[src/oms_pkg.sv]
// Package: shared types and constants for the operating mode strap select block
package oms_pkg;

    // Operating modes decoded from the straps
    typedef enum logic [1:0] {
        OMS_HANDSET,
        OMS_RELAY,
        OMS_FRAMER
    } oms_mode_t;

    // Strap levels
    localparam logic STRAP_LOW  = 1'b0;
    localparam logic STRAP_HIGH = 1'b1;

    // Crystal periods that must follow reset in framing-controller mode
    localparam int unsigned XTAL_POST_RESET_PERIODS = 80;
    localparam int unsigned XCNT_W = 7;
    localparam logic [6:0] XCNT_ZERO = 7'h00;
    localparam logic [6:0] XCNT_ONE  = 7'h01;

    // Synchroniser depth
    localparam int unsigned SYNC_DEPTH = 3;

    // Raw strap bundle after synchronisation
    typedef struct packed {
        logic supply_watch_select;
        logic factory_probe_pin;
        logic repeater_or_handset_select;
        logic pulse_ring_mode_in;
        logic crystal_input;
    } oms_straps_t;

    localparam oms_straps_t STRAPS_RESET = '{
        supply_watch_select:        1'b1,
        factory_probe_pin:          1'b1,
        repeater_or_handset_select: 1'b0,
        pulse_ring_mode_in:         1'b0,
        crystal_input:              1'b0
    };

    // Decoded configuration bundle
    typedef struct packed {
        oms_mode_t mode;
        logic      supply_detect_en;
        logic      ext_reset_required;
        logic      test_reg_allowed;
        logic      side_bit_const_one;
        logic      pulse_pin_drive;
        logic      line_if_active;
        logic      clock_out_drive;
        logic      side_channel_en;
        logic      strobe_en;
    } oms_cfg_t;

    localparam int unsigned STRAP_W = $bits(oms_straps_t);

    // Mode decode, used by the decoder only; the top takes the mode from cfg
    function automatic oms_mode_t oms_decode_mode(input logic rt_sel, input logic pin_lvl);
        oms_mode_t m;
        m = OMS_HANDSET;
        if (rt_sel == STRAP_HIGH)
        begin
            m = (pin_lvl == STRAP_HIGH) ? OMS_FRAMER : OMS_RELAY;
        end
        return m;
    endfunction

endpackage

[src/oms_decode.sv]
// Module: combinational decoder from synchronised straps to configuration
`timescale 1ns/10ps
module oms_decode (
    input  wire oms_pkg::oms_straps_t straps,
    output oms_pkg::oms_cfg_t         cfg
);

    // -----------------------------------------------------------------
    // Decode
    // -----------------------------------------------------------------
    always_comb
    begin
        cfg      = '0;
        cfg.mode = oms_pkg::oms_decode_mode(straps.repeater_or_handset_select,
                                            straps.pulse_ring_mode_in);
        case (cfg.mode)
            oms_pkg::OMS_HANDSET:
            begin
                cfg.pulse_pin_drive    = 1'b1;
                cfg.clock_out_drive    = 1'b1;
                cfg.line_if_active     = 1'b1;
                cfg.supply_detect_en   = (straps.supply_watch_select == oms_pkg::STRAP_LOW);
                cfg.ext_reset_required = (straps.supply_watch_select == oms_pkg::STRAP_HIGH);
                cfg.strobe_en          = 1'b1;
            end
            oms_pkg::OMS_RELAY:
            begin
                cfg.line_if_active     = 1'b1;
                cfg.side_channel_en    = 1'b1;
                cfg.side_bit_const_one = (straps.supply_watch_select == oms_pkg::STRAP_HIGH);
            end
            oms_pkg::OMS_FRAMER:
            begin
                cfg.line_if_active     = 1'b0;
                cfg.supply_detect_en   = (straps.supply_watch_select == oms_pkg::STRAP_LOW);
                cfg.ext_reset_required = (straps.supply_watch_select == oms_pkg::STRAP_HIGH);
                cfg.strobe_en          = 1'b1;
            end
            default:
            begin
                cfg.line_if_active = 1'b0;
            end
        endcase
        // Test register reachable only while the probe pin is low
        cfg.test_reg_allowed = (straps.factory_probe_pin == oms_pkg::STRAP_LOW);
    end

endmodule

[src/oms_sync.sv]
// Module: three-stage synchroniser bank for strap and clock pins
`timescale 1ns/10ps
module oms_sync #(
    parameter int unsigned WIDTH = 5
) (
    input  wire logic             core_clk,
    input  wire logic             rst,
    input  wire logic [WIDTH-1:0] async_in,
    input  wire logic [WIDTH-1:0] reset_val,
    output logic      [WIDTH-1:0] sync_out
);

    typedef struct packed {
        logic [WIDTH-1:0] s1;
        logic [WIDTH-1:0] s2;
        logic [WIDTH-1:0] s3;
        logic [WIDTH-1:0] q;
    } oms_sync_state_t;

    oms_sync_state_t st_r;
    oms_sync_state_t st_nxt;
    logic            loaded_r;

    // -----------------------------------------------------------------
    // Shift and agree
    // -----------------------------------------------------------------
    // Stage one feeds only stage two; the output moves when stages two and three agree
    always_comb
    begin
        st_nxt    = st_r;
        st_nxt.s1 = async_in;
        st_nxt.s2 = st_r.s1;
        st_nxt.s3 = st_r.s2;
        for (int i = 0; i < WIDTH; i++)
        begin
            if (st_r.s2[i] == st_r.s3[i])
            begin
                st_nxt.q[i] = st_r.s3[i];
            end
        end
        // First clock after reset primes all stages, so cleared stages never leak zeros
        if (!loaded_r)
        begin
            st_nxt.s1 = reset_val;
            st_nxt.s2 = reset_val;
            st_nxt.s3 = reset_val;
            st_nxt.q  = reset_val;
        end
    end

    // Reset takes constants only; the idle levels come from the priming clock
    always_ff @(posedge core_clk or posedge rst)
    begin
        if (rst)
        begin
            st_r     <= '0;
            loaded_r <= 1'b0;
        end
        else
        begin
            st_r     <= st_nxt;
            loaded_r <= 1'b1;
        end
    end

    // Idle levels are shown until the bank is primed
    assign sync_out = loaded_r ? st_r.q : reset_val;

endmodule

[src/oms_top.sv]
// Module: operating mode strap select top, registered configuration outputs
`timescale 1ns/10ps

// -----------------------------------------------------------------
// Overview
// -----------------------------------------------------------------
// Board straps pick one of three operating modes
// Handset: select strap low, shared pin is an output
// Relay: select strap high, shared pin strapped low
// Framer: select strap high, shared pin strapped high
// The decoded mode sets every direction enable below
// No register bus: all controls and status are plain pins
//
// Pin straps pass a three-stage synchroniser bank
// A strap level counts once stages two and three agree
// Glitches shorter than two samples never reach the mode
// Until the bank is primed it shows the idle strap levels
//
// Same-clock inputs are gated without synchronisation
// They reach the outputs one clock after they are sampled
// Strap changes reach the outputs about five clocks later
//
// Every output is a register bit of one state struct
// Reset clears the struct, so all pins start undriven
// The first clock after reset loads the idle strap decode
//
// Output summary
// Shared pin out and enable: pulse value in handset mode
// Data clock out and enable: local clock in handset mode
// Mode flags: one-hot handset, relay or framer
// Supply detect: watch strap low in handset or framer mode
// External reset: watch strap high in handset or framer mode
// Test register enable: probe pin low
// Side-channel bit: stop/go or one in relay, one elsewhere
// Line enable: high except in framer mode
// Bus grant: relay or framer, with request and free bus
// Strobe: slot input in handset or framer mode
// Serial enable: chip select low outside relay mode
// Reset done: eighty crystal edges seen in framer mode
//
// Limitations
// Straps are static; changing them live is unsupported
// A strap change may show a passing wrong mode for a few clocks
// Edge counting needs a crystal slower than a quarter clock
// Faster crystals lose edges in the synchroniser
// The count stops at its target, so the flag cannot wrap
//
// Trade-offs
// Mode flags cost three flops but keep every output registered
// The grant uses last cycle's mode flags, not the new ones
// So a grant may outlast a mode change by one clock

// How it works
// - Watch select low: supply detect, own resets
// - Watch select high: detect off, external reset
// - Relay mode: watch select picks stop/go or one
// - Probe pin gates test register selection
// - Select low: handset mode, pulse pin output
// - Select high: pin low relay, high framer
// - Framer: line interface off, shared bus only
// - Relay: side channel plus shared bus control
// - Drive strobe marking codec time slot
// - Upstream arbitration uses shared bus procedure
// - Handset drives data clock, others accept it
module oms_top (
    // Clock and reset
    input  wire logic core_clk,
    input  wire logic rst,
    // Strap and crystal pins, synchronised here
    input  wire logic supply_watch_select,
    input  wire logic factory_probe_pin,
    input  wire logic repeater_or_handset_select,
    input  wire logic pulse_ring_mode_pin_in,
    input  wire logic crystal_input,
    // Same-clock inputs from neighbouring logic
    input  wire logic stop_go_bit,
    input  wire logic pulse_ring_value,
    input  wire logic strobe_slot,
    input  wire logic local_data_clock,
    input  wire logic spi_chip_select_n,
    input  wire logic bus_request,
    input  wire logic bus_free,
    // Shared pin and data clock drivers
    output logic      pulse_ring_mode_pin_out,
    output logic      pulse_ring_mode_pin_oe,
    output logic      backplane_data_clock_out,
    output logic      backplane_data_clock_oe,
    // Decoded mode and configuration levels
    output logic      handset_mode,
    output logic      relay_station_mode,
    output logic      framer_mode,
    output logic      supply_detect_en,
    output logic      ext_reset_required,
    output logic      test_reg_select_en,
    output logic      side_channel_bit,
    output logic      line_if_enable,
    // Gated same-clock results and framer status
    output logic      shared_access_bus_grant,
    output logic      serial_strobe,
    output logic      spi_enable,
    output logic      framer_reset_done
);

    // -----------------------------------------------------------------
    // Synchronise the pins
    // -----------------------------------------------------------------
    oms_pkg::oms_straps_t raw_straps;
    oms_pkg::oms_straps_t sync_straps;
    oms_pkg::oms_cfg_t    cfg;

    // One bundle so all pins share one synchroniser bank
    assign raw_straps = '{
        supply_watch_select:        supply_watch_select,
        factory_probe_pin:          factory_probe_pin,
        repeater_or_handset_select: repeater_or_handset_select,
        pulse_ring_mode_in:         pulse_ring_mode_pin_in,
        crystal_input:              crystal_input
    };

    // Reset value gives the idle straps until the bank is primed
    oms_sync #(
        .WIDTH     (oms_pkg::STRAP_W)
    ) u_sync (
        .core_clk  (core_clk),
        .rst       (rst),
        .async_in  (raw_straps),
        .reset_val (oms_pkg::STRAPS_RESET),
        .sync_out  (sync_straps)
    );

    // Pure decode; its result is registered below
    oms_decode u_decode (
        .straps (sync_straps),
        .cfg    (cfg)
    );

    // -----------------------------------------------------------------
    // State
    // -----------------------------------------------------------------
    // One packed struct holds all state of this module
    typedef struct packed {
        logic                            pr_out;
        logic                            pr_oe;
        logic                            dcl_out;
        logic                            dcl_oe;
        logic                            m_handset;
        logic                            m_relay;
        logic                            m_framer;
        logic                            sup_en;
        logic                            ext_rst;
        logic                            test_en;
        logic                            side_bit;
        logic                            line_en;
        logic                            grant;
        logic                            strobe;
        logic                            spi_en;
        logic                            xtal_prev;
        logic [oms_pkg::XCNT_W-1:0]      xtal_cnt;
        logic                            xdone;
    } oms_state_t;

    // Crystal rising edges needed before the framer counts as reset
    localparam logic [oms_pkg::XCNT_W-1:0] XTAL_TARGET = oms_pkg::XCNT_W'(oms_pkg::XTAL_POST_RESET_PERIODS);

    // Registered copy and next copy of the state
    oms_state_t st_r;
    oms_state_t st_nxt;

    // -----------------------------------------------------------------
    // Next state
    // -----------------------------------------------------------------
    // Same-clock inputs are used directly; only pins pass the synchroniser
    always_comb
    begin
        st_nxt = st_r;

        // Mode flags follow the decoded straps every cycle
        // Exactly one flag is high once the bank is primed
        st_nxt.m_handset = (cfg.mode == oms_pkg::OMS_HANDSET);
        st_nxt.m_relay   = (cfg.mode == oms_pkg::OMS_RELAY);
        st_nxt.m_framer  = (cfg.mode == oms_pkg::OMS_FRAMER);

        // Shared pin: output in handset mode, input otherwise
        // Idle low so a released pin carries no stale pulse
        st_nxt.pr_oe  = cfg.pulse_pin_drive;
        st_nxt.pr_out = cfg.pulse_pin_drive ? pulse_ring_value : 1'b0;

        // Data clock direction
        // Accepted as an input in relay and framer modes
        st_nxt.dcl_oe  = cfg.clock_out_drive;
        st_nxt.dcl_out = cfg.clock_out_drive ? local_data_clock : 1'b0;

        // Reset source selection
        // Relay mode leaves both low; its shared strap means something else
        st_nxt.sup_en  = cfg.supply_detect_en;
        st_nxt.ext_rst = cfg.ext_reset_required;

        // Test register gate
        // Probe high keeps the test register out of reach
        st_nxt.test_en = cfg.test_reg_allowed;

        // Side-channel bit: constant one or stop/go
        // One outside relay mode, the idle level of the side channel
        if (cfg.side_channel_en)
        begin
            st_nxt.side_bit = cfg.side_bit_const_one ? 1'b1 : stop_go_bit;
        end
        else
        begin
            st_nxt.side_bit = 1'b1;
        end

        // Line interface held inactive in framer mode
        // The framer reaches the signalling channel over the shared bus only
        st_nxt.line_en = cfg.line_if_active;

        // Serial port ignored in relay mode; the board ties chip select high
        // Relay boards run stand-alone, so the port stays shut
        st_nxt.spi_en = !cfg.side_channel_en && !spi_chip_select_n;

        // Strobe marks the codec slot where enabled
        // Relay mode keeps the strobe low
        st_nxt.strobe = cfg.strobe_en && strobe_slot;

        // Upstream access only when the shared bus is free; framer must not use the line
        // Last cycle's flags keep the grant clear of decode transients
        st_nxt.grant = (st_r.m_framer || st_r.m_relay) && bus_request && bus_free;

        // Count crystal rising edges after reset in framer mode
        // Only rising edges of the synchronised level count
        // Leaving framer mode clears both the count and the flag
        st_nxt.xtal_prev = sync_straps.crystal_input;
        if (!st_r.m_framer)
        begin
            st_nxt.xtal_cnt = oms_pkg::XCNT_ZERO;
            st_nxt.xdone    = 1'b0;
        end
        else if (!st_r.xdone && sync_straps.crystal_input && !st_r.xtal_prev)
        begin
            st_nxt.xtal_cnt = st_r.xtal_cnt + oms_pkg::XCNT_ONE;
            if (st_nxt.xtal_cnt == XTAL_TARGET)
            begin
                st_nxt.xdone = 1'b1;
            end
        end
    end

    // -----------------------------------------------------------------
    // Registers
    // -----------------------------------------------------------------
    // Reset leaves every pin undriven and the device in handset defaults off
    // Asynchronous clear, so outputs go quiet even without a running clock
    // The next clock loads the decode of the idle strap levels
    always_ff @(posedge core_clk or posedge rst)
    begin
        if (rst)
        begin
            st_r <= '0;
        end
        else
        begin
            st_r <= st_nxt;
        end
    end

    // -----------------------------------------------------------------
    // Outputs
    // -----------------------------------------------------------------
    // Pin drivers
    assign pulse_ring_mode_pin_out  = st_r.pr_out;
    assign pulse_ring_mode_pin_oe   = st_r.pr_oe;
    assign backplane_data_clock_out = st_r.dcl_out;
    assign backplane_data_clock_oe  = st_r.dcl_oe;

    // Mode flags
    assign handset_mode             = st_r.m_handset;
    assign relay_station_mode       = st_r.m_relay;
    assign framer_mode              = st_r.m_framer;

    // Configuration levels
    assign supply_detect_en         = st_r.sup_en;
    assign ext_reset_required       = st_r.ext_rst;
    assign test_reg_select_en       = st_r.test_en;
    assign side_channel_bit         = st_r.side_bit;
    assign line_if_enable           = st_r.line_en;

    // Gated same-clock results
    assign shared_access_bus_grant  = st_r.grant;
    assign serial_strobe            = st_r.strobe;
    assign spi_enable               = st_r.spi_en;

    // Framer reset status
    assign framer_reset_done        = st_r.xdone;

endmodule

[config.mk]
export PLATFORM = sky130hd
export DESIGN_NAME = oms_top
export DESIGN_NICKNAME = d
export VERILOG_FILES = /design/src/oms_pkg.sv /design/src/oms_decode.sv /design/src/oms_sync.sv /design/src/oms_top.sv
export SDC_FILE = /design/constraint.sdc
export NUM_CORES = 1
export LEC_CHECK = 0
export ABC_AREA = 1
export BUFFER_PORTS_ARGS = -buffer_cell sky130_fd_sc_hd__buf_4
export CORE_MARGIN = 5
export CORE_UTILIZATION = 45
export CTS_CLUSTER_SIZE = 16
export DETAILED_ROUTE_END_ITERATION = 16
export PLACE_DENSITY = 0.74
export SETUP_SLACK_MARGIN = 0.2
export SYNTH_ARGS = -nofsm -noshare
export SYNTH_HDL_FRONTEND = slang
export SYNTH_SLANG_ARGS = --single-unit
[constraint.sdc]
create_clock -name core_clk -period 1.42 [get_ports core_clk]
set_input_delay 0.142 -clock core_clk [delete_from_list [all_inputs] [get_ports core_clk]]
set_output_delay 0.142 -clock core_clk [all_outputs]
set_load 0.005 [all_outputs]
==> results of run 1 <==
[synthesized netlist by cell type, types with 2 or more instances]
cell | n | area share, %
nor2_1 | 16 | 3.7
nand2_1 | 30 | 6.9
inv_2 | 2 | 0.46
or2_2 | 6 | 2.3
nand2_4 | 2 | 1.4
nor2_2 | 2 | 0.76
dfrtp_1 | 43 | 66
o22ai_1 | 2 | 0.76
o21ai_0 | 7 | 2.1
a21oi_1 | 5 | 1.5
inv_1 | 24 | 5.5
buf_4 | 2 | 0.91
nand3_1 | 6 | 1.8
o21ai_1 | 2 | 0.61
[stage by stage]
step	cell area, um2	instances	power [uW]	utilization (%)
4_1_cts	2028	249	2098	56.25
3_5_place_dp	1929	239	1380	53.50
3_3_place_gp	1929	239	1376	53.50
6_report	2077	250	2070	57.60
5_1_grt	2077	250	2178	57.60
2_1_floorplan	1645	162	1327	-
[routing by layer]
metal | track usage (%) | up-vias | share of wire, % | wire [um]
met5 | 0 | - | 0 | 0
met4 | 3.404 | 0 | 0.44 | 13
met3 | 5.036 | 2 | 4.6 | 136
met2 | 21.83 | 18 | 54 | 1598
met1 | 15.38 | 544 | 41 | 1215
li1 | - | 571 | - | -
[cell type report]
cell class	count	area [um2]
tap	48	60.06
clock buffer	7	76.32
inverter	27	102.6
multi-input combinational	88	474.2
sequential	43	1079
clock inverter	1	5.005
fill	306	1529
timing repair buffer	36	280.3
[cell usage in the layout (no fill, tap or decap), types with 2 or more instances in the layout]
| cell | Yosys | routed |
|---|---|---|
| nor2_1 | 16 | 15 |
| dfrtp_1 | 43 | 41 |
| nand2_2 | 1 | 2 |
| or2_2 | 6 | 6 |
| buf_6 | 0 | 2 |
| clkbuf_1 | 1 | 2 |
| o22ai_1 | 2 | 2 |
| inv_2 | 2 | 2 |
| dfrtp_2 | 0 | 2 |
| clkbuf_8 | 0 | 5 |
| nand2_4 | 2 | 2 |
| a21oi_1 | 5 | 5 |
| inv_1 | 24 | 24 |
| buf_4 | 2 | 33 |
| nor2_2 | 2 | 3 |
| nand2_1 | 30 | 29 |
| clkinv_2 | 0 | 2 |
| nand3_1 | 6 | 5 |
| o21ai_0 | 7 | 7 |
[what timing repair did]
| item | 4_1_cts | 5_1_grt |
|---|---|---|
| pin swaps | 2 | 3 |
| resized for setup | 1 | 9 |
| endpoints found under the hold margin | 0 | 1 |
| hold buffers | 0 | 1 |
| setup endpoints to repair | 1 | 6 |
| setup buffers | 2 | 0 |
| cloned | 0 | 0 |
[logic make-up (layout without fill, tap and decap cells)]
group | count (synthesis) | after routing | synth area share, %
simple gates | 67 | 67 | 18.90
fa+ha+maj | 1 | 1 | 0.7621
buf+inv | 31 | 71 | 7.621
flops | 43 | 43 | 65.55
other cells | 1 | 1 | 0.2284
compound gates | 19 | 19 | 6.935
[worst min-delay path, delay by kind of cell]
kind | cells | cell delay, ns
buffers and inverters | 3 | 0.59
[power by group]
group          switching [uW]  total (uW)  internal [uW]  leakage, uW
registers                9.62        1260           1250     0.000523
logic                    49.8        98.6           48.8     0.000466
clock network             369         714            345    0.0000422
[worst max path at each step]
stage	startpoint	to	slack, ns	cells past startpoint
finish	st_r[1]$_DFFE_PP0P_	framer_reset_done$_DFFE_PP0P_	0.16	8
global route	st_r[1]$_DFFE_PP0P_	framer_reset_done$_DFFE_PP0P_	0.02	9
CTS	st_r[1]$_DFFE_PP0P_	framer_reset_done$_DFFE_PP0P_	0.15	8
detailed placement	st_r[1]$_DFFE_PP0P_	framer_reset_done$_DFFE_PP0P_	0.09	9
global placement	st_r[1]$_DFFE_PP0P_	framer_reset_done$_DFFE_PP0P_	0.16	9
floorplan	st_r[1]$_DFFE_PP0P_	framer_reset_done$_DFFE_PP0P_	0.21	9
==> flow_metrics.tcl, run 1 <==
set metrics [dict create \
    start_util_pct 45.52 \
    syn-cell-area_um2 1642 \
    top_regs "u_sync.st_r (20), st_r (8)" \
    synth-edff-count 0 \
    tightest_slew_ns 0.5126 \
    synth_cell_types 27 \
    ys.flop_type "dfrtp_1" \
    syn_area_per_cell_um2 10.13 \
    failed_checks "negative hold slack" \
    port-buffer-count 29 \
    first_global_vias 1142 \
    outcome "finished, violations left" \
    cp.arrival_ns 1.48 \
    finClkSkew_ns 0.004424 \
    r2r-end "framer_reset_done$_DFFE_PP0P_" \
    hold_class "primary input to async pin" \
    finalHoldViolCount 34 \
    nets 216 \
    die_h_um 70.40 \
    fin_tns_setup_ns 0 \
    hold_ws_ns -0.01125 \
    pre_cts_ws_ns 0.09183 \
    clk_path_buf_depth 2 \
    min_period_ns 1.264 \
    wl_per_cell_um 11.86 \
    wirelength_um 2964 \
    p_per_area_nw_per_um2 996.6 \
    startpoint_type "flip-flop" \
    grt_start_max_net_pins 44 \
    cts_buffers 5 \
    cts_max_level 2 \
    die_area_um2 4956 \
    finalSetupViolations 0 \
    worstSetupEndpointType "flip-flop" \
    cts.reportedPaths.clkPinSlew_ns 0.07 \
    worst-path-max-fanout 3 \
    synthCells 162 \
    crit_top_cell "nand2_1" \
    crit_path_cell_trace "ha_4 > nand2_2 > clkinv_2 > nand2_1 > nand2_1 > nor3_2 > nand2_1 > a21oi_2" \
    track_usage_pct 12.96 \
    core_um2 3606 \
    die_x_um 70.40 \
    syn_nets 177 \
    clock-sinks 43 \
    required_ns 1.63 \
    fmax_mhz 791.2 \
    path_class "flip-flop to flip-flop" \
    routed_via_density 4.540 \
    grt_pass1_wl_um 5099 \
    diodes 0 \
    vias 1135 \
    antenna_found_initial 0 \
    area_growth_pct 26.52 \
    ant_nets 0 \
    regMostFlops "u_sync.st_r" \
    synth_seq_area_share_pct 65.55 \
    drv_cap 0 \
    globalRouteOverflowTotal 0 \
    largest_reg_flops 20 \
    pin_count 30 \
    drt-initial-drc-count 98 \
    drive_gt1_share_pct 32.18 \
    post-route-period-util_pct 89.01 \
    drc 0 \
    rr_worst_depth 8 \
    max_stage_delay_ns 0.44 \
    final_max_slew_viol_count 0 \
    crit-reg2reg-launch "st_r[1]$_DFFE_PP0P_" \
    synthArstFlopShare_pct 100.0 \
    cts_tree "yes" \
    relSlewSlack_pct 65.82 \
    grt_setup_unrepaired "yes" \
    peakVddDrop_mv 0.8284 \
    clk_latency_ns 0.28 \
    ff2ff_setup_slack_ns 0.16 \
    ys_warn_count 0 \
    path_buf_inv 1 \
    crit_family "flip-flops" \
    crit_slowest_cell "dfrtp_2" \
    dp_hpwl_um 2007 \
    place_congestion 0.7969 \
    dr.pass1.iters 4 \
    root_buffer "clkbuf_8" \
    num_rows 22 \
    worst_slack_ns 0.1560 \
    synth.ff_latch_count 43 \
    p_leak_uw 0.001031 \
]
No activity file was read; power rests on OpenSTA's default activity.
==> inputs of run 2 (changes only) <==
--- a/config.mk
+++ b/config.mk
@@ -11,7 +11,7 @@
 export CORE_UTILIZATION = 45
 export CTS_CLUSTER_SIZE = 16
 export DETAILED_ROUTE_END_ITERATION = 16
-export PLACE_DENSITY = 0.74
+export PLACE_DENSITY = 0.72
 export SETUP_SLACK_MARGIN = 0.2
 export SYNTH_ARGS = -nofsm -noshare
 export SYNTH_HDL_FRONTEND = slang
==> constraint.sdc (replaced) <==
create_clock -name core_clk -period 1.3 [get_ports core_clk]
set_input_delay 0.13 -clock core_clk [delete_from_list [all_inputs] [get_ports core_clk]]
set_output_delay 0.13 -clock core_clk [all_outputs]
set_load 0.005 [all_outputs]
==> run 2 against run 1 <==
  * Global-route usage up 0.56 points
  * Power up 16%
  * Sequential power up 9%
  * Cell count up 5.2%
  * Register-to-register slack worse by 0.26 ns
  * The run ends with negative setup slack left
  * Critical path type unchanged
  * Wire length is 17% higher
  * Via count up 12%
  * Combinational power grew 37%
==> flow_metrics.tcl, run 2 (synthesis gave the netlist of run 1 again) <==
set metrics [dict create \
    start_util_pct 45.52 \
    cp.arrival_ns 1.63 \
    p_leak_uw 0.001129 \
    largest_reg_flops 20 \
    post-route-period-util_pct 107.9 \
    crit-reg2reg-launch "st_r[1]$_DFFE_PP0P_" \
    path_class "flip-flop to flip-flop" \
    diodes 0 \
    rr_worst_depth 9 \
    wirelength_um 3470 \
    drc 0 \
    hold_path_depth 3 \
    die_h_um 70.40 \
    cts_tree "yes" \
    clk_latency_ns 0.29 \
    hold_start "crystal_input" \
    cts.reportedPaths.clkPinSlew_ns 0.07 \
    drt-initial-drc-count 71 \
    num_rows 22 \
    peakVddDrop_mv 0.6857 \
    vias 1272 \
    fill_cells 288 \
    worstSetupEndpointType "flip-flop" \
    area_growth_pct 40.70 \
    outcome "finished, violations left" \
    first_global_vias 1266 \
    max_stage_delay_ns 0.43 \
    routed_via_density 4.837 \
    core_um2 3606 \
    finalSetupViolations 1 \
    cts_max_level 2 \
    port-buffer-count 29 \
    place_congestion 0.9093 \
    grt_pass1_wl_um 5292 \
    required_ns 1.53 \
    crit_top_cell "nand2_1" \
    layout_common_cells "42 x dfrtp_1, 40 x buf_4, 24 x nand2_1" \
    final_max_slew_viol_count 0 \
    min_period_ns 1.403 \
    finalHoldViolCount 0 \
    top_regs "u_sync.st_r (20), st_r (8)" \
    wl_per_cell_um 13.19 \
    hold_class "primary input to flip-flop" \
    root_buffer "clkbuf_8" \
    ant_nets 0 \
    holdPathEnd "u_sync.st_r[15]$_DFF_PP0_" \
    drv_cap 0 \
    nets 229 \
    die_area_um2 4956 \
    crit_path_cell_trace "ha_4 > nand2_4 > nor2_2 > nand2_1 > nand2_1 > nand2_1 > nor2_1 > nand2_1 > a21oi_2" \
    finClkSkew_ns 0.002984 \
    worst-path-max-fanout 3 \
    final_area_um2 2310 \
    antenna_found_initial 0 \
    grt_setup_unrepaired "yes" \
    track_usage_pct 13.52 \
    pin_count 30 \
    dp_hpwl_um 2028 \
    cts_buffers 5 \
    fin_cells 263 \
    p_per_area_nw_per_um2 1044 \
    ff2ff_setup_slack_ns -0.10 \
    fmax_mhz 712.7 \
    final_common_cell "dfrtp_1" \
    drive_gt1_share_pct 42.33 \
    crit_slowest_cell "dfrtp_1" \
    startpoint_type "flip-flop" \
    die_x_um 70.40 \
    worst_slack_ns -0.1031 \
    dr.pass1.iters 4 \
    clock-sinks 43 \
    clk_path_buf_depth 2 \
    regMostFlops "u_sync.st_r" \
    r2r-end "framer_reset_done$_DFFE_PP0P_" \
    failed_checks "negative setup slack" \
    dp.cells 239 \
    grt_start_max_net_pins 44 \
    globalRouteOverflowTotal 0 \
    post-route-util_pct 64.05 \
    placed_cell_area_um2 1948 \
]
run 2: cell count changes in the layout (fill, tap and decap cells not counted), moves of 3 or more:
cell,delta
buf_6,+4
nor2_4,+3
nand2_2,+4
buf_4,+7
nand2_1,-5
run 2: layout make-up:
cell class                      instances  area (um2)  share of cell area, %
Sequential cell                        43        1077                  46.64
Multi-Input combinational cell         88       553.0                  23.94
Timing Repair Buffer                   49       407.9                  17.66
Inverter                               27       111.4                  4.821
Clock buffer                            8       100.1                  4.334
Tap cell                               48       60.06                  2.600
run 2: critical path: cells and delay by family, from the launching register on:
kind,cells,cell delay [ns]
AND/OR/NAND/NOR,7,0.58
flip-flops,1,0.43
adder cells (fa/ha/maj),1,0.19
AO/OA/AOI/OAI,1,0.13
run 2: worst max path at each step:
stage / startpoint / to / slack, ns / depth (start not counted)
after floorplan: st_r[1]$_DFFE_PP0P_ / framer_reset_done$_DFFE_PP0P_ / 0.11 / 9
after global placement: st_r[2]$_DFFE_PP0P_ / framer_reset_done$_DFFE_PP0P_ / 0.08 / 8
after detailed placement: st_r[2]$_DFFE_PP0P_ / framer_reset_done$_DFFE_PP0P_ / -0.005 / 8
after CTS: st_r[2]$_DFFE_PP0P_ / framer_reset_done$_DFFE_PP0P_ / 0.02 / 8
after global routing: st_r[2]$_DFFE_PP0P_ / framer_reset_done$_DFFE_PP0P_ / -0.17 / 8
final: st_r[1]$_DFFE_PP0P_ / framer_reset_done$_DFFE_PP0P_ / -0.10 / 9
run 2: per-stage QoR:
stage	worst slack, ns	power [uW]	setup TNS (ns)	hold WS, ns
finish	-0.1031	2410	-0.1031	0.01898
global route	-0.1726	2524	-0.2091	0.01087
CTS	0.02239	2438	0	0.009514
detailed placement	-0.004776	1514	-0.004776	0.2129
global placement	0.08103	1508	0	0.1970
floorplan	0.1104	1450	0	0.1279
run 2: timing repair:
action	CTS	global route
setup buffers	7	7
resized for setup	6	29
hold buffers	2	0
pin swaps	3	12
setup endpoints to repair	15	13
hold endpoints to repair	44	0
run 2: routing by layer:
| metal | routed length [um] | GRT usage (%) | vias up |
|---|---|---|---|
| li1 | - | - | 600 |
| met1 | 1359 | 14.33 | 612 |
| met2 | 1803 | 23.28 | 46 |
| met3 | 181 | 5.468 | 14 |
| met4 | 125 | 6.170 | 0 |
| met5 | 0 | 0 | - |
run 2: power breakdown:
group	switching (uW)	internal (uW)	leakage, uW
combinational	63.6	71.0	0.000552
clock	417	484	0.0000515
sequential	11.0	1360	0.000525
total	492	1920	0.00113
==> inputs of run 3 (changes only) <==
--- a/config.mk
+++ b/config.mk
@@ -7,7 +7,7 @@
 export LEC_CHECK = 0
 export ABC_AREA = 1
 export BUFFER_PORTS_ARGS = -buffer_cell sky130_fd_sc_hd__buf_4
-export CORE_MARGIN = 5
+export CORE_MARGIN = 2
 export CORE_UTILIZATION = 45
 export CTS_CLUSTER_SIZE = 16
 export DETAILED_ROUTE_END_ITERATION = 16
==> run 3 against run 2 <==
  * Setup slack gained 0.13 ns
  * Worst hold slack gained 0.35 ns
  * Largest power group unchanged
  * Sequential share of layout area shrank 1.8 points
  * Critical path depth shrank 2
  * Clock-buffer cell count shrank 2
  * Fmax grew 9.9%
  * Wire length shrank 2.0%
  * Sequential power is essentially flat
  * Via count shrank 1.1%
  * Utilization grew 6.2 points
  * Combinational power grew 26%
  * Critical endpoint unchanged
  * Largest cell class unchanged
  * The flow now finishes without violations
==> flow_metrics.tcl, run 3 (synthesis gave the netlist of run 1 again) <==
set metrics [dict create \
    crit-reg2reg-launch "framer_reset_done$_DFFE_PP0P_" \
    die_x_um 64.40 \
    drv_cap 0 \
    top_regs "u_sync.st_r (20), st_r (8)" \
    worstSetupEndpointType "flip-flop" \
    root_buffer "clkbuf_4" \
    port-buffer-count 29 \
    vias 1258 \
    first_global_vias 1270 \
    cp.arrival_ns 1.56 \
    clk_path_buf_depth 2 \
    diodes 0 \
    ant_nets 0 \
    worst-path-max-fanout 5 \
    path_class "flip-flop to flip-flop" \
    routed_via_density 4.608 \
    startpoint_type "flip-flop" \
    dp_hpwl_um 2005 \
    outcome "complete, no violations" \
    largest_reg_flops 20 \
    area_growth_pct 46.19 \
    finalHoldViolCount 0 \
    clock-sinks 43 \
    hold_ws_ns 0.3673 \
    min_period_ns 1.277 \
    p_leak_uw 0.001178 \
    globalRouteOverflowTotal 0 \
    dp.cells 239 \
    hold_class "primary input to async pin" \
    place_congestion 0.7394 \
    cts_buffers 5 \
    cts_tree "yes" \
    finClkSkew_ns 0.005158 \
    pin_count 30 \
    cts_max_level 2 \
    fmax_mhz 783.2 \
    drt-initial-drc-count 55 \
    grt_pass1_wl_um 5609 \
    start_util_pct 48.06 \
    rr_worst_depth 7 \
    finalSetupViolations 0 \
    wl_per_cell_um 12.45 \
    layout_common_cells "42 x dfrtp_1, 42 x buf_4, 25 x nand2_1" \
    track_usage_pct 18.05 \
    worst_slack_ns 0.02314 \
    wirelength_um 3400 \
    cts.reportedPaths.clkPinSlew_ns 0.12 \
    die_h_um 64.40 \
    power.total_uw 2346 \
    pre_cts_ws_ns -0.01640 \
    post-route-period-util_pct 98.22 \
    grt_start_max_net_pins 44 \
    final_max_slew_viol_count 0 \
    grt_setup_unrepaired "yes" \
    ff2ff_setup_slack_ns 0.02 \
    drive_gt1_share_pct 40.53 \
    required_ns 1.58 \
    clk_latency_ns 0.35 \
    num_rows 21 \
    p_per_area_nw_per_um2 977.7 \
    nets 242 \
    fin_cells 273 \
    antenna_found_initial 0 \
    regMostFlops "u_sync.st_r" \
    post-route-util_pct 70.26 \
    die_area_um2 4147 \
    r2r-end "framer_reset_done$_DFFE_PP0P_" \
    core_um2 3416 \
    dr.pass1.iters 4 \
    peakVddDrop_mv 0.6562 \
    drc 0 \
]
-- run 3: report_power, final --
group / internal, uW / switching, uW / total, uW
clock network: 397 / 405 / 802
registers: 1360 / 11.3 / 1370
logic: 97.9 / 72.3 / 170
total: 1860 / 489 / 2350
-- run 3: per-layer routing --
metal	vias up	global-route usage [%]	wire [um]
li1	623	-	-
met1	603	21.82	1360
met2	28	31.51	1852
met3	4	5.282	148
met4	0	4.787	38
met5	-	0	0
-- run 3: worst max path at each step --
stage	start	to	slack, ns	depth (start not counted)
floorplan	st_r[1]$_DFFE_PP0P_	framer_reset_done$_DFFE_PP0P_	0.11	9
global placement	st_r[2]$_DFFE_PP0P_	framer_reset_done$_DFFE_PP0P_	0.05	9
detailed placement	st_r[2]$_DFFE_PP0P_	framer_reset_done$_DFFE_PP0P_	-0.02	8
CTS	st_r[2]$_DFFE_PP0P_	framer_reset_done$_DFFE_PP0P_	0.01	8
global route	st_r[1]$_DFFE_PP0P_	framer_reset_done$_DFFE_PP0P_	-0.08	7
finish	framer_reset_done$_DFFE_PP0P_	framer_reset_done$_DFFE_PP0P_	0.02	7
-- run 3: layout make-up --
cell class | count | area [um2]
clock buffers | 6 | 41.29
clock inverters | 1 | 30.03
fillers | 266 | 1016
inverters | 27 | 111.4
multi-input cells | 88 | 549.3
flip-flops and latches | 43 | 1077
well taps | 46 | 57.56
repair buffers | 61 | 525.5
repair inverters | 1 | 7.507
-- run 3: metrics by stage --
step / instance area [um2] / setup TNS (ns)
2_1_floorplan: 1652 / 0
6_report: 2400 / 0
5_1_grt: 2400 / -0.09206
4_1_cts: 2243 / 0
3_3_place_gp: 1961 / 0
3_5_place_dp: 1961 / -0.01640
-- run 3: worst max-delay path: stages (launching register included) --
cell     delay, ns
dfrtp_1       0.41
nor2_2        0.17
nand2_4       0.10
nand2_4       0.10
nand2_1       0.07
nor3_2        0.17
nand2_1       0.09
a21oi_2       0.12
-- run 3: what timing repair did --
action / 4_1_cts / 5_1_grt
gates resized for setup: 13 / 25
pin swaps: 1 / 8
cloned: 1 / 0
setup endpoints to repair: 21 / 25
endpoints found under the hold margin: 54 / 1
hold buffers: 12 / 1
buffers inserted: 6 / 7
